[src/rtl/nhp_pkg.sv]
/*
  constants for the network health and probe block: register map, field positions, reset
  values and the indicator pulse length.
  assumes a 20 MHz driving clock that is also the register bus clock.
*/
//
// Notes on behaviour
// - a detected jammer sets the jammer flag, bit 9 of the status register.
// - writing one to the jammer flag clears it; later detections set it again.
// - jammer interrupt fires only when the flag goes from zero to one.
// - each dead link drives the link-loss indicator low, whatever the group register.
// - dead links counted in bits 0 to 7, saturating at 255.
// - writing one to bit 0 clears the dead-link count.
// - link-loss low pulse lasts at least 2505728 clocks and is retriggerable.
// - a resize that drops an established link also makes a dead-link event.
// - three consecutive dead links of one member make a member-decrease event.
// - each member decrease drives the member-loss indicator low.
// - member decreases counted in bits 8 to 15, saturating at 255.
// - writing one to bit 8 clears the member-decrease count.
// - member-loss low pulse lasts at least 2505728 clocks, retriggerable.
// - a resize that drops a station whose member flag is set also makes a member decrease.
// - a link established more than three times in a row sets the member flag.
// - stable-link output is low while any other station's member flag is set.
// - a probe command is issued only during the run phase.
// - probe level is high after reset, low on probe receipt, high on others.
// - the probe level can be routed to either utility output.
// - probe receipt raises an interrupt trigger when enabled.
// - software writes target and bit 7; bit 7 clears once the probe is sent.
`default_nettype none

package nhp_pkg;
  // ---------------------------------------------------------------
  // register byte offsets
  // ---------------------------------------------------------------
  localparam logic [7:0] OFS_CARE      = 8'h00;
  localparam logic [7:0] OFS_STATUS    = 8'h04;
  localparam logic [7:0] OFS_QUERY     = 8'h08;
  localparam logic [7:0] OFS_UTIL      = 8'h0c;
  localparam logic [7:0] OFS_ENABLE    = 8'h10;
  localparam logic [7:0] OFS_MEMBER_LO = 8'h14;
  localparam logic [7:0] OFS_MEMBER_HI = 8'h18;

  // ---------------------------------------------------------------
  // field positions
  // ---------------------------------------------------------------
  localparam int LINK_CLR_BIT   = 0;
  localparam int MEMBER_CLR_BIT = 8;
  localparam int JAMMER_BIT     = 9;
  localparam int PING_BIT       = 7;
  localparam int TS_W           = 6;
  localparam int UTIL_A_BIT     = 0;
  localparam int UTIL_B_BIT     = 1;
  localparam int EN_PING_BIT    = 0;
  localparam int EN_JAM_BIT     = 1;
  localparam int STATIONS       = 64;

  // ---------------------------------------------------------------
  // reset values and limits
  // ---------------------------------------------------------------
  localparam logic [7:0] COUNT_MAX    = 8'hff;
  localparam logic [7:0] COUNT_RESET  = 8'h00;
  localparam logic [5:0] TARGET_RESET = 6'h00;
  localparam logic [1:0] UTIL_RESET   = 2'h0;
  localparam logic [1:0] ENABLE_RESET = 2'h0;
  localparam logic [1:0] EST_LIMIT    = 2'h3;
  localparam logic [1:0] DEAD_LIMIT   = 2'h2;

  // ---------------------------------------------------------------
  // indicator pulse timing
  // ---------------------------------------------------------------
  localparam int unsigned MCLK_HZ       = 20_000_000;
  localparam int unsigned DRIVE_HZ      = 20_000_000;
  localparam int unsigned PULSE_PERIODS = 2505728;
  localparam int unsigned PULSE_CYCLES  = PULSE_PERIODS * (MCLK_HZ / DRIVE_HZ);
  localparam int          PULSE_W       = 22;
endpackage : nhp_pkg

`default_nettype wire

[src/rtl/nhp_oneshot.sv]
/*
  retriggerable one-shot driving an active-low indicator.
  assumes the trigger is a one-cycle pulse from logic on the same clock.
*/
`default_nettype none

module nhp_oneshot #(
  parameter int unsigned PULSE_LEN = nhp_pkg::PULSE_CYCLES
) (
  input  wire logic i_mclk,
  input  wire logic i_resetn,
  input  wire logic i_trigger,
  output logic      o_low_n
);
  import nhp_pkg::*;

  logic [PULSE_W-1:0] remain;

  // ---------------------------------------------------------------
  // countdown, reloaded by every trigger
  // ---------------------------------------------------------------
  always_ff @(posedge i_mclk or negedge i_resetn) begin
    if (!i_resetn) begin
      remain  <= '0;
      o_low_n <= 1'b1;
    end else if (i_trigger) begin
      remain  <= PULSE_W'(PULSE_LEN - 1);
      o_low_n <= 1'b0;
    end else if (remain != '0) begin
      remain <= remain - 1'b1;
    end else begin
      o_low_n <= 1'b1;
    end
  end
endmodule // nhp_oneshot

`default_nettype wire

[src/rtl/nhp_sat_counter.sv]
/*
  8-bit saturating event counter with a software clear.
  assumes increment and clear are one-cycle pulses on the same clock.
*/
`default_nettype none

module nhp_sat_counter (
  input  wire logic       i_mclk,
  input  wire logic       i_resetn,
  input  wire logic       i_inc,
  input  wire logic       i_clear,
  output logic      [7:0] o_count
);
  import nhp_pkg::*;

  // ---------------------------------------------------------------
  // count, hold at the top, event with clear in one cycle leaves one
  // ---------------------------------------------------------------
  always_ff @(posedge i_mclk or negedge i_resetn) begin
    if (!i_resetn) begin
      o_count <= COUNT_RESET;
    end else if (i_inc && i_clear) begin
      o_count <= 8'h01;
    end else if (i_clear) begin
      o_count <= COUNT_RESET;
    end else if (i_inc && o_count != COUNT_MAX) begin
      o_count <= o_count + 8'h01;
    end
  end
endmodule // nhp_sat_counter

`default_nettype wire

[src/rtl/nhp_top.sv]
/*
  network health and probe block: jammer flag, dead-link and member-decrease tracking,
  indicator pulses, event counters, stable-link output and probe command handling.
  assumes an APB master on i_mclk and a protocol engine on the same clock that
  delivers one-cycle event pulses with the station number they concern.
*/
// The implementer's own choices: the placing of the registers and register access over APB.
`default_nettype none

module nhp_top #(
  parameter int unsigned PULSE_LEN = nhp_pkg::PULSE_CYCLES
) (
  input  wire logic                    i_mclk,
  input  wire logic                    i_resetn,
  input  wire logic                    i_psel,
  input  wire logic                    i_penable,
  input  wire logic                    i_pwrite,
  input  wire logic [7:0]              i_paddr,
  input  wire logic [31:0]             i_pwdata,
  output logic      [31:0]             o_prdata,
  output logic                         o_pready,
  output logic                         o_pslverr,
  input  wire logic [nhp_pkg::TS_W-1:0] i_station_address,
  input  wire logic                    i_run_phase,
  input  wire logic                    i_jammer_detect,
  input  wire logic [nhp_pkg::TS_W-1:0] i_event_station,
  input  wire logic                    i_link_established,
  input  wire logic                    i_dead_link,
  input  wire logic                    i_resize_drop,
  input  wire logic                    i_ping_received,
  input  wire logic                    i_other_received,
  input  wire logic                    i_ping_sent,
  output logic                         o_ping_request,
  output logic      [nhp_pkg::TS_W-1:0] o_ping_target,
  output logic                         o_jammer_irq,
  output logic                         o_ping_irq,
  output logic                         o_link_loss_indicator_n,
  output logic                         o_member_loss_indicator_n,
  output logic                         o_stable_link_indicator_n,
  output logic                         o_utility_out_a,
  output logic                         o_utility_out_b
);
  import nhp_pkg::*;

  // ---------------------------------------------------------------
  // state
  // ---------------------------------------------------------------
  logic                     jammer_flag;
  logic [TS_W-1:0]          target_station_field;
  logic                     ping_pend;
  logic [1:0]               utility_pin_select_reg;
  logic [1:0]               event_enable;
  logic                     probe;
  logic [STATIONS-1:0]      member_flag_reg;
  logic [STATIONS-1:0]      link_up;
  logic [STATIONS-1:0][1:0] est_run;
  logic [STATIONS-1:0][1:0] dead_run;
  logic [7:0]               link_loss_count;
  logic [7:0]               member_loss_count;

  logic                     setup;
  logic                     commit_wr;
  logic                     next_ping_pend;
  logic [TS_W-1:0]          next_target;
  logic                     dead_link_event;
  logic                     member_decrease_event;
  logic                     clr_link;
  logic                     clr_member;
  logic [STATIONS-1:0]      other_members;
  logic [31:0]              read_mux;

  // ---------------------------------------------------------------
  // address decode
  // ---------------------------------------------------------------
  function automatic logic is_mapped(input logic [7:0] addr);
    case (addr)
      OFS_CARE, OFS_STATUS, OFS_QUERY, OFS_UTIL,
      OFS_ENABLE, OFS_MEMBER_LO, OFS_MEMBER_HI: is_mapped = 1'b1;
      default: is_mapped = 1'b0;
    endcase
  endfunction

  function automatic logic wr_hit(input logic wr, input logic [7:0] addr,
                                  input logic [7:0] ofs);
    wr_hit = wr && (addr == ofs);
  endfunction

  // setup phase and the write that completes the access phase
  assign setup     = i_psel && !i_penable;
  assign commit_wr = i_psel && i_penable && o_pready && i_pwrite;

  // care register clear strobes, only set bits act
  assign clr_link   = wr_hit(commit_wr, i_paddr, OFS_CARE) && i_pwdata[LINK_CLR_BIT];
  assign clr_member = wr_hit(commit_wr, i_paddr, OFS_CARE) && i_pwdata[MEMBER_CLR_BIT];

  // ---------------------------------------------------------------
  // read data
  // ---------------------------------------------------------------
  always_comb begin
    read_mux = 32'h0000_0000;
    case (i_paddr)
      OFS_CARE:      read_mux[15:0] = {member_loss_count, link_loss_count};
      OFS_STATUS:    read_mux[JAMMER_BIT] = jammer_flag;
      OFS_QUERY: begin
        read_mux[TS_W-1:0] = target_station_field;
        read_mux[PING_BIT] = ping_pend;
      end
      OFS_UTIL:      read_mux[1:0] = utility_pin_select_reg;
      OFS_ENABLE:    read_mux[1:0] = event_enable;
      OFS_MEMBER_LO: read_mux = member_flag_reg[31:0];
      OFS_MEMBER_HI: read_mux = member_flag_reg[63:32];
      default:       read_mux = 32'h0000_0000;
    endcase
  end

  // ---------------------------------------------------------------
  // apb slave: no wait states, answer registered at setup
  // ---------------------------------------------------------------
  always_ff @(posedge i_mclk or negedge i_resetn) begin
    if (!i_resetn) begin
      o_pready  <= 1'b0;
      o_pslverr <= 1'b0;
      o_prdata  <= 32'h0000_0000;
    end else begin
      o_pready  <= setup;
      o_pslverr <= setup && !is_mapped(i_paddr);
      if (setup) begin
        o_prdata <= i_pwrite ? 32'h0000_0000 : read_mux;
      end
    end
  end

  // ---------------------------------------------------------------
  // jammer flag and its interrupt trigger
  // ---------------------------------------------------------------
  always_ff @(posedge i_mclk or negedge i_resetn) begin
    if (!i_resetn) begin
      jammer_flag  <= 1'b0;
      o_jammer_irq <= 1'b0;
    end else begin
      if (i_jammer_detect) begin
        jammer_flag <= 1'b1;
      end else if (wr_hit(commit_wr, i_paddr, OFS_STATUS) && i_pwdata[JAMMER_BIT]) begin
        jammer_flag <= 1'b0;
      end
      // only the zero-to-one step of the flag raises the trigger
      o_jammer_irq <= i_jammer_detect && !jammer_flag && event_enable[EN_JAM_BIT];
    end
  end

  // ---------------------------------------------------------------
  // control registers of the utility pins and event enables
  // ---------------------------------------------------------------
  always_ff @(posedge i_mclk or negedge i_resetn) begin
    if (!i_resetn) begin
      utility_pin_select_reg <= UTIL_RESET;
      event_enable           <= ENABLE_RESET;
    end else begin
      if (wr_hit(commit_wr, i_paddr, OFS_UTIL)) begin
        utility_pin_select_reg <= i_pwdata[1:0];
      end
      if (wr_hit(commit_wr, i_paddr, OFS_ENABLE)) begin
        event_enable <= i_pwdata[1:0];
      end
    end
  end

  // ---------------------------------------------------------------
  // probe command: software request, cleared once sent
  // ---------------------------------------------------------------
  always_comb begin
    next_ping_pend = ping_pend;
    next_target    = target_station_field;
    if (wr_hit(commit_wr, i_paddr, OFS_QUERY)) begin
      next_ping_pend = i_pwdata[PING_BIT];
      next_target    = i_pwdata[TS_W-1:0];
    end else if (i_ping_sent) begin
      next_ping_pend = 1'b0;
    end
  end

  always_ff @(posedge i_mclk or negedge i_resetn) begin
    if (!i_resetn) begin
      ping_pend            <= 1'b0;
      target_station_field <= TARGET_RESET;
      o_ping_request       <= 1'b0;
      o_ping_target        <= TARGET_RESET;
    end else begin
      ping_pend            <= next_ping_pend;
      target_station_field <= next_target;
      // a pending request waits outside the run phase
      o_ping_request       <= next_ping_pend && i_run_phase;
      o_ping_target        <= next_target;
    end
  end

  // ---------------------------------------------------------------
  // received probe level, its routing and its interrupt trigger
  // ---------------------------------------------------------------
  always_ff @(posedge i_mclk or negedge i_resetn) begin
    if (!i_resetn) begin
      probe      <= 1'b1;
      o_ping_irq <= 1'b0;
    end else begin
      if (i_ping_received) begin
        probe <= 1'b0;
      end else if (i_other_received) begin
        probe <= 1'b1;
      end
      o_ping_irq <= i_ping_received && event_enable[EN_PING_BIT];
    end
  end

  always_ff @(posedge i_mclk or negedge i_resetn) begin
    if (!i_resetn) begin
      o_utility_out_a <= 1'b1;
      o_utility_out_b <= 1'b1;
    end else begin
      // unselected pins idle high
      o_utility_out_a <= !utility_pin_select_reg[UTIL_A_BIT] || probe;
      o_utility_out_b <= !utility_pin_select_reg[UTIL_B_BIT] || probe;
    end
  end

  // ---------------------------------------------------------------
  // event decode for the reported station
  // ---------------------------------------------------------------
  always_comb begin
    dead_link_event       = 1'b0;
    member_decrease_event = 1'b0;
    if (i_resize_drop) begin
      dead_link_event       = link_up[i_event_station];
      member_decrease_event = member_flag_reg[i_event_station];
    end else if (i_dead_link) begin
      dead_link_event       = 1'b1;
      member_decrease_event = member_flag_reg[i_event_station]
                              && dead_run[i_event_station] == DEAD_LIMIT;
    end
  end

  // ---------------------------------------------------------------
  // per-station link history and member flags
  // ---------------------------------------------------------------
  always_ff @(posedge i_mclk or negedge i_resetn) begin
    if (!i_resetn) begin
      member_flag_reg <= '0;
      link_up         <= '0;
      est_run         <= '0;
      dead_run        <= '0;
    end else if (i_resize_drop) begin
      member_flag_reg[i_event_station] <= 1'b0;
      link_up[i_event_station]         <= 1'b0;
      est_run[i_event_station]         <= 2'h0;
      dead_run[i_event_station]        <= 2'h0;
    end else if (i_dead_link) begin
      link_up[i_event_station] <= 1'b0;
      est_run[i_event_station] <= 2'h0;
      if (member_decrease_event) begin
        member_flag_reg[i_event_station] <= 1'b0;
        dead_run[i_event_station]        <= 2'h0;
      end else if (dead_run[i_event_station] != DEAD_LIMIT) begin
        dead_run[i_event_station] <= dead_run[i_event_station] + 2'h1;
      end
    end else if (i_link_established) begin
      link_up[i_event_station]  <= 1'b1;
      dead_run[i_event_station] <= 2'h0;
      if (est_run[i_event_station] == EST_LIMIT) begin
        member_flag_reg[i_event_station] <= 1'b1;
      end else begin
        est_run[i_event_station] <= est_run[i_event_station] + 2'h1;
      end
    end
  end

  // ---------------------------------------------------------------
  // stable-link indicator, own station excluded
  // ---------------------------------------------------------------
  assign other_members = member_flag_reg
                         & ~(64'h0000_0000_0000_0001 << i_station_address);

  always_ff @(posedge i_mclk or negedge i_resetn) begin
    if (!i_resetn) begin
      o_stable_link_indicator_n <= 1'b1;
    end else begin
      o_stable_link_indicator_n <= !(|other_members);
    end
  end

  // ---------------------------------------------------------------
  // indicator pulses and event counters
  // ---------------------------------------------------------------
  nhp_oneshot #(
    .PULSE_LEN (PULSE_LEN)
  ) u_link_pulse (
    .i_mclk    (i_mclk),
    .i_resetn  (i_resetn),
    .i_trigger (dead_link_event),
    .o_low_n   (o_link_loss_indicator_n)
  );

  nhp_oneshot #(
    .PULSE_LEN (PULSE_LEN)
  ) u_member_pulse (
    .i_mclk    (i_mclk),
    .i_resetn  (i_resetn),
    .i_trigger (member_decrease_event),
    .o_low_n   (o_member_loss_indicator_n)
  );

  nhp_sat_counter u_link_count (
    .i_mclk   (i_mclk),
    .i_resetn (i_resetn),
    .i_inc    (dead_link_event),
    .i_clear  (clr_link),
    .o_count  (link_loss_count)
  );

  nhp_sat_counter u_member_count (
    .i_mclk   (i_mclk),
    .i_resetn (i_resetn),
    .i_inc    (member_decrease_event),
    .i_clear  (clr_member),
    .o_count  (member_loss_count)
  );
endmodule // nhp_top

`default_nettype wire

[config.mk]
export PLATFORM = sky130hd
export DESIGN_NAME = nhp_top
export DESIGN_NICKNAME = d
export VERILOG_FILES = /design/src/rtl/nhp_pkg.sv /design/src/rtl/nhp_oneshot.sv /design/src/rtl/nhp_sat_counter.sv /design/src/rtl/nhp_top.sv
export SDC_FILE = /design/constraint.sdc
export NUM_CORES = 1
export LEC_CHECK = 0
export BUFFER_PORTS_ARGS = -buffer_cell sky130_fd_sc_hd__buf_4
export CAP_MARGIN = 20
export CORE_ASPECT_RATIO = 0.5
export CORE_MARGIN = 10
export CORE_UTILIZATION = 25
export CTS_BUF_LIST = sky130_fd_sc_hd__clkbuf_2
export DETAILED_ROUTE_END_ITERATION = 8
export GPL_ROUTABILITY_DRIVEN = 0
export SKIP_CTS_REPAIR_TIMING = 1
export SYNTH_ARGS = -nofsm -noshare
export SYNTH_HDL_FRONTEND = slang
export SYNTH_SLANG_ARGS = --single-unit
[constraint.sdc]
create_clock -name i_mclk -period 4.3 [get_ports i_mclk]
set_input_delay 0.86 -clock i_mclk [delete_from_list [all_inputs] [get_ports i_mclk]]
set_output_delay 0.86 -clock i_mclk [all_outputs]
set_load 0.01 [all_outputs]
# Yosys cells after proc, flatten, opt, wreduce, memory -nomap -nowiden
# Cells that the tools add are included.
# W data, S select, Z words.
dict set report totals {
  reg_bits 499
  input_bits 65
  output_inout_bits 48
  word_cells 298
}
dict set report classes {
  add_sub_neg 6
  magnitude_cmp 2
  n_eq_ne 16
  n_shift 1
  n_mux 65
  bitwise 10
  reduce_logical 47
}
# operator count
set op_table {}
lappend op_table {{$mux W128} 9}
lappend op_table {{$mux W64} 8}
lappend op_table {{$and A128 B128 Y128} 2}
lappend op_table {{$bwmux W128} 2}
lappend op_table {{$and A64 B64 Y64} 3}
lappend op_table {{$not A128 Y128} 1}
lappend op_table {{$not A64 Y64} 2}
lappend op_table {{$or A64 B64 Y64} 2}
lappend op_table {{$mux W22} 4}
lappend op_table {{$reduce_or A64 Y1} 1}
lappend op_table {{$shl A1 B6 Y64 const A} 1}
lappend op_table {{$mux W8} 6}
lappend op_table {{$reduce_bool A22 Y1} 2}
lappend op_table {{$sub A22 B1 Y22 const B} 2}
lappend op_table {{$mux W32} 1}
lappend op_table {{$pmux W16 S2} 1}
lappend op_table {{$bmux W2 S6} 2}
lappend op_table {{$eq A8 B5 Y1 const B} 3}
lappend op_table {{$logic_and A1 B1 Y1} 23}
lappend op_table {{$mux W1} 18}
lappend op_table {{$pmux W6 S3} 1}
lappend op_table {{$add A8 B1 Y8 const B} 2}
lappend op_table {{$eq A8 B4 Y1 const B} 2}
lappend op_table {{$ne A8 B8 Y1 const B} 2}
lappend op_table {{other kinds (26)} 47}

# Longest topological paths before layout
dict set report depth {
  depth_word 10
  ltp_mapped 20
  ltp_nobuf 13
}

# By module
# A second synthesis with hierarchy kept.
dict set report hier_totals {
  hier_cells 2587
  area_unflattened_um2 25851.0
}
# module n_inst cells_each area_per_inst_um2 seq_area_each_um2
set modules_own_cells {}
lappend modules_own_cells {nhp_top 1 2227 22312.6 10940.5}
lappend modules_own_cells {nhp_oneshot 2 131 1295.0 576.8}
lappend modules_own_cells {nhp_sat_counter 2 49 474.2 200.2}

# Least setup slack after synthesis
# OpenSTA, ideal clock, no wires.
dict set report synth_timing {
  path_kind {input to register}
  start {input i_event_station[2] (netlist name)}
  end {register dead_run[28] (netlist name)}
  setup_ps 125
  t_arrival_ps 4672
  required_ps 4175
  path_slack_ps -497
  cell_stages 18
  path_buffers 8
  path_cell_list {buf_2 buf_2 buf_2 buf_4 buf_2 buf_1 mux2_2 a222oi_1 a31oi_1 a2111oi_0 nand3_1 ha_1 inv_1 nor4_4 buf_6 buf_6 nor3_1 mux2_4}
}
dict set report synth_via {
  elab_chain_cells 9
  elab_cells_between_ends 25
  classes_between {add/sub: 1; order compare: 2; eq/ne: 3; mux: 14; bitwise: 2; reduce/logical: 3}
}
# element line_no
set synth_rtl {}
lappend synth_rtl {{start: declaration} nhp_top.sv:26} ;# input wire logic [nhp_pkg::TS_W-1:0] i_event_station,
lappend synth_rtl {{parallel branches: the longest is 9 deep, another holds $add A2 B1 Y2} -}
lappend synth_rtl {{end signal: indexed assignment} nhp_top.sv:262} ;# dead_run[i_event_station] <= dead_run[i_event_station] + 2'h1;
lappend synth_rtl {{end: declaration} nhp_top.sv:57} ;# logic [STATIONS-1:0][1:0] dead_run;
# Parallel ways; which one is timed is not known. The select of a mux whose other input is x is not followed.
# A chain may end at the register's enable or synchronous reset.

# Worst setup path after layout
dict set report layout_timing {
  start {register dead_run[114] (netlist name)}
  end {register dead_run[102] (netlist name)}
}
dict set report layout_via {
  elab_chain_cells 9
  elab_cells_between_ends 15
  classes_between {add/sub: 1; eq/ne: 3; mux: 9; reduce/logical: 2}
}
# element line_no
set layout_rtl {}
lappend layout_rtl {{$bmux W2 S6 *} {nhp_top.sv:237, nhp_top.sv:261, nhp_top.sv:262}}
lappend layout_rtl {{$mux W2 (implied by the code) *} {nhp_top.sv:237, nhp_top.sv:261, nhp_top.sv:262}}
lappend layout_rtl {{parallel branches: the longest is 7 deep, another holds $add A2 B1 Y2} -}
# Mark *: on every way between the ends. The select of a mux whose other input is x is not followed.

==> metrics.cfg <==
[clocking]
cts_made_buffers=134
cts_sinks=499
clock_path_buffers=3
clkSlewWorstSetupHoldPaths_ns=0.11
tritoncts=done
htreeDepth=4
clock_latency_ns=1.40
clock-root-buffer=clkbuf_2

[floorplanning]
core_um2=100000
fp.dieW_um=470
die_area_um2=115000
dieHeight_um=245
pin_count=113
initial_core_util_pct=25.3
num_rows=82

[route]
vias_per_cell=5.28
post-route-drc-count=0
postRouteAntennaNets=0
wire_per_inst_um=20.9
vias=22100
routed_wl_um=87500
dr.pass1.iters=8
drt_iter0_markers=2561

[job]
cap_violations=0

[global_routing]
overflow=0
grt_pass1_wl_um=134000
grt_max_degree=126
antenna_found_initial=3
grt_pass1_vias=21900
grt_usage_pct=14.6

[timing]
finalSetupViolCount=0
hold_viol=0
rsz0062_at_grt=false
fin_crit_sh_pct=83.7
max_freq_ghz=0.278
worst-slew-pin-transition_ns=0.984
skew_ns=0.154
finalCriticalPeriod_ns=3.60
relSlewSlack_pct=33.9
fin_tns_setup_ns=0
hold_slack_ns=0.0611
final_max_slew_viol_count=0

[setup_path]
cp-end-kind=flip-flop
timing.reg2reg.setup_slack_ns=0.70
path_class=flip-flop to flip-flop
cp-start-kind=flip-flop
cp_data_required_time_ns=5.49
worstPathArrival_ns=4.79
worstPathMaxFanout=18

[synthesis]
synth_warnings=0
ys_seq_area_share_pct=49.3
ys_seq_elements=499
synth-main-ff-cell=dfrtp_1
synthAdderAreaFrac_pct=0.296
yosys.cell_types.count=79
postSynthCellCount=2499
synth_fp_nets=2570
synth-xor-area-share_pct=1.17
synth_simple_gate_area_share_pct=12.3
async_flop_share_pct=100
synth_compound_area_share_pct=22.1
synth_top_area_share_pct=48.6
synth.area.mux_share_pct=9.90
syn_area_per_cell_um2=10.1
syn-cell-area_um2=25400
synth_edf_count=0
synth_area_leader_cell=dfrtp_1
synth_area_leaders=dfrtp_1 49%, mux2_2 5.8%, o21ai_0 5.4%
synth_top_family_by_area=compound AO/OA/AOI/OAI gates

[pwr]
peakVddDrop_mv=0.235
power_mw=10.3
power_density_nw_per_um2=340
p_leak_nw=13.1

[placement]
io_buffers=89
dp.cells=3930
post_dp_cell_area_um2=28900
hpwl_um=62600

[finish]
stdcell_count=4186
syn2layout_area_growth_pct=19.3
finalInstanceArea_um2=30200
layout-drive-gt1-share_pct=26.9
nets=2811

[status]
status=finished clean

[worst_hold_path]
hp-class=primary input to flip-flop

[cell families (layout without fill, tap and decap cells)]
kind of cell | after synthesis | count (layout)
XOR/XNOR | 34 | 34
multiplexers | 200 | 200
buffers and inverters | 294 | 628
other | 0 | 9
AND/OR/NAND/NOR | 635 | 635
flip-flops | 499 | 499
AO/OA/AOI/OAI | 831 | 831
adder cells (fa/ha/maj) | 6 | 6
[cell usage in the layout, fill, tap and decap left out, drive strengths merged, types with 67 or more instances in the layout]
| cell | instances |
|---|---|
| dfrtp | 493 |
| nor2 | 98 |
| inv | 102 |
| o21ai | 292 |
| clkbuf | 191 |
| nand2 | 243 |
| a21oi | 106 |
| o31ai | 67 |
| a31oi | 94 |
| a22oi | 87 |
| mux2 | 142 |
| buf | 287 |
[worst max-delay path: stages, from the launching register on]
cell	delay, ns
dfrtp_1	0.40
mux4_2	0.50
o21ai_0	0.20
nor2_1	0.12
nor3_1	0.19
nand4_1	0.21
inv_1	0.14
ha_4	0.15
inv_1	0.06
nor4_4	0.65
buf_12	0.23
or3_1	0.18
mux2_2	0.35
[cell usage after synthesis (all sizes together) (16+ instances only)]
cell type,number
nand2b,18
o31ai,67
nor2,98
nand4,18
mux2i,34
or2,17
o221ai,50
inv,94
clkbuf,140
nor4,17
nand2,243
mux2,142
a22oi,87
a221oi,26
buf,59
and3,17
dfrtp,493
o21ai,292
mux4,24
nor3,61
or3,46
a31oi,94
xnor2,22
a222oi,16
o22ai,19
a21oi,106
nand3,36
[report_power, final]
group          leakage, nW  switching [mW]  total [mW]  internal [mW]
clock network        0.890            2.10        3.37           1.27
registers             6.28           0.288        5.37           5.08
logic                 5.94           0.883        1.53          0.648
[stage by stage]
step / worst slack [ns] / utilization [%]
6_report: 0.700 / 30.1
5_1_grt: 0.539 / 30.1
4_1_cts: 0.736 / 29.9
2_1_floorplan: 0.00395 / -
3_3_place_gp: -0.219 / 28.8
3_5_place_dp: -0.248 / 28.8
[metal layers]
layer  wire (um)  GRT usage (%)
met1       38600           20.1
met2       39200           22.5
met3        7100           3.17
met4        2610           5.74
met5           0              0
[area by class of cell]
cell class | instances | area [um2]
tap | 1344 | 1680
clock buffer | 191 | 956
timing repair buffer | 304 | 2730
antenna | 9 | 22.5
fill | 10500 | 70100
multi-input combinational | 1706 | 11800
clock inverter | 38 | 210
inverter | 95 | 357
sequential | 499 | 12500
[worst paths after layout]
kind | end | cells after the start | start
max | dead_run[102] | 12 | dead_run[114]
min | event_enable[0] | 3 | i_paddr[3]
max reg2reg | dead_run[102] | 12 | dead_run[114]
min reg2reg | o_utility_out_b | 1 | utility_pin_select_reg[1]
max in group asynchronous | o_prdata[20] | 4 | i_resetn
min in group asynchronous | async pin | 3 | i_resetn
Power figures use the tool's default switching activity.
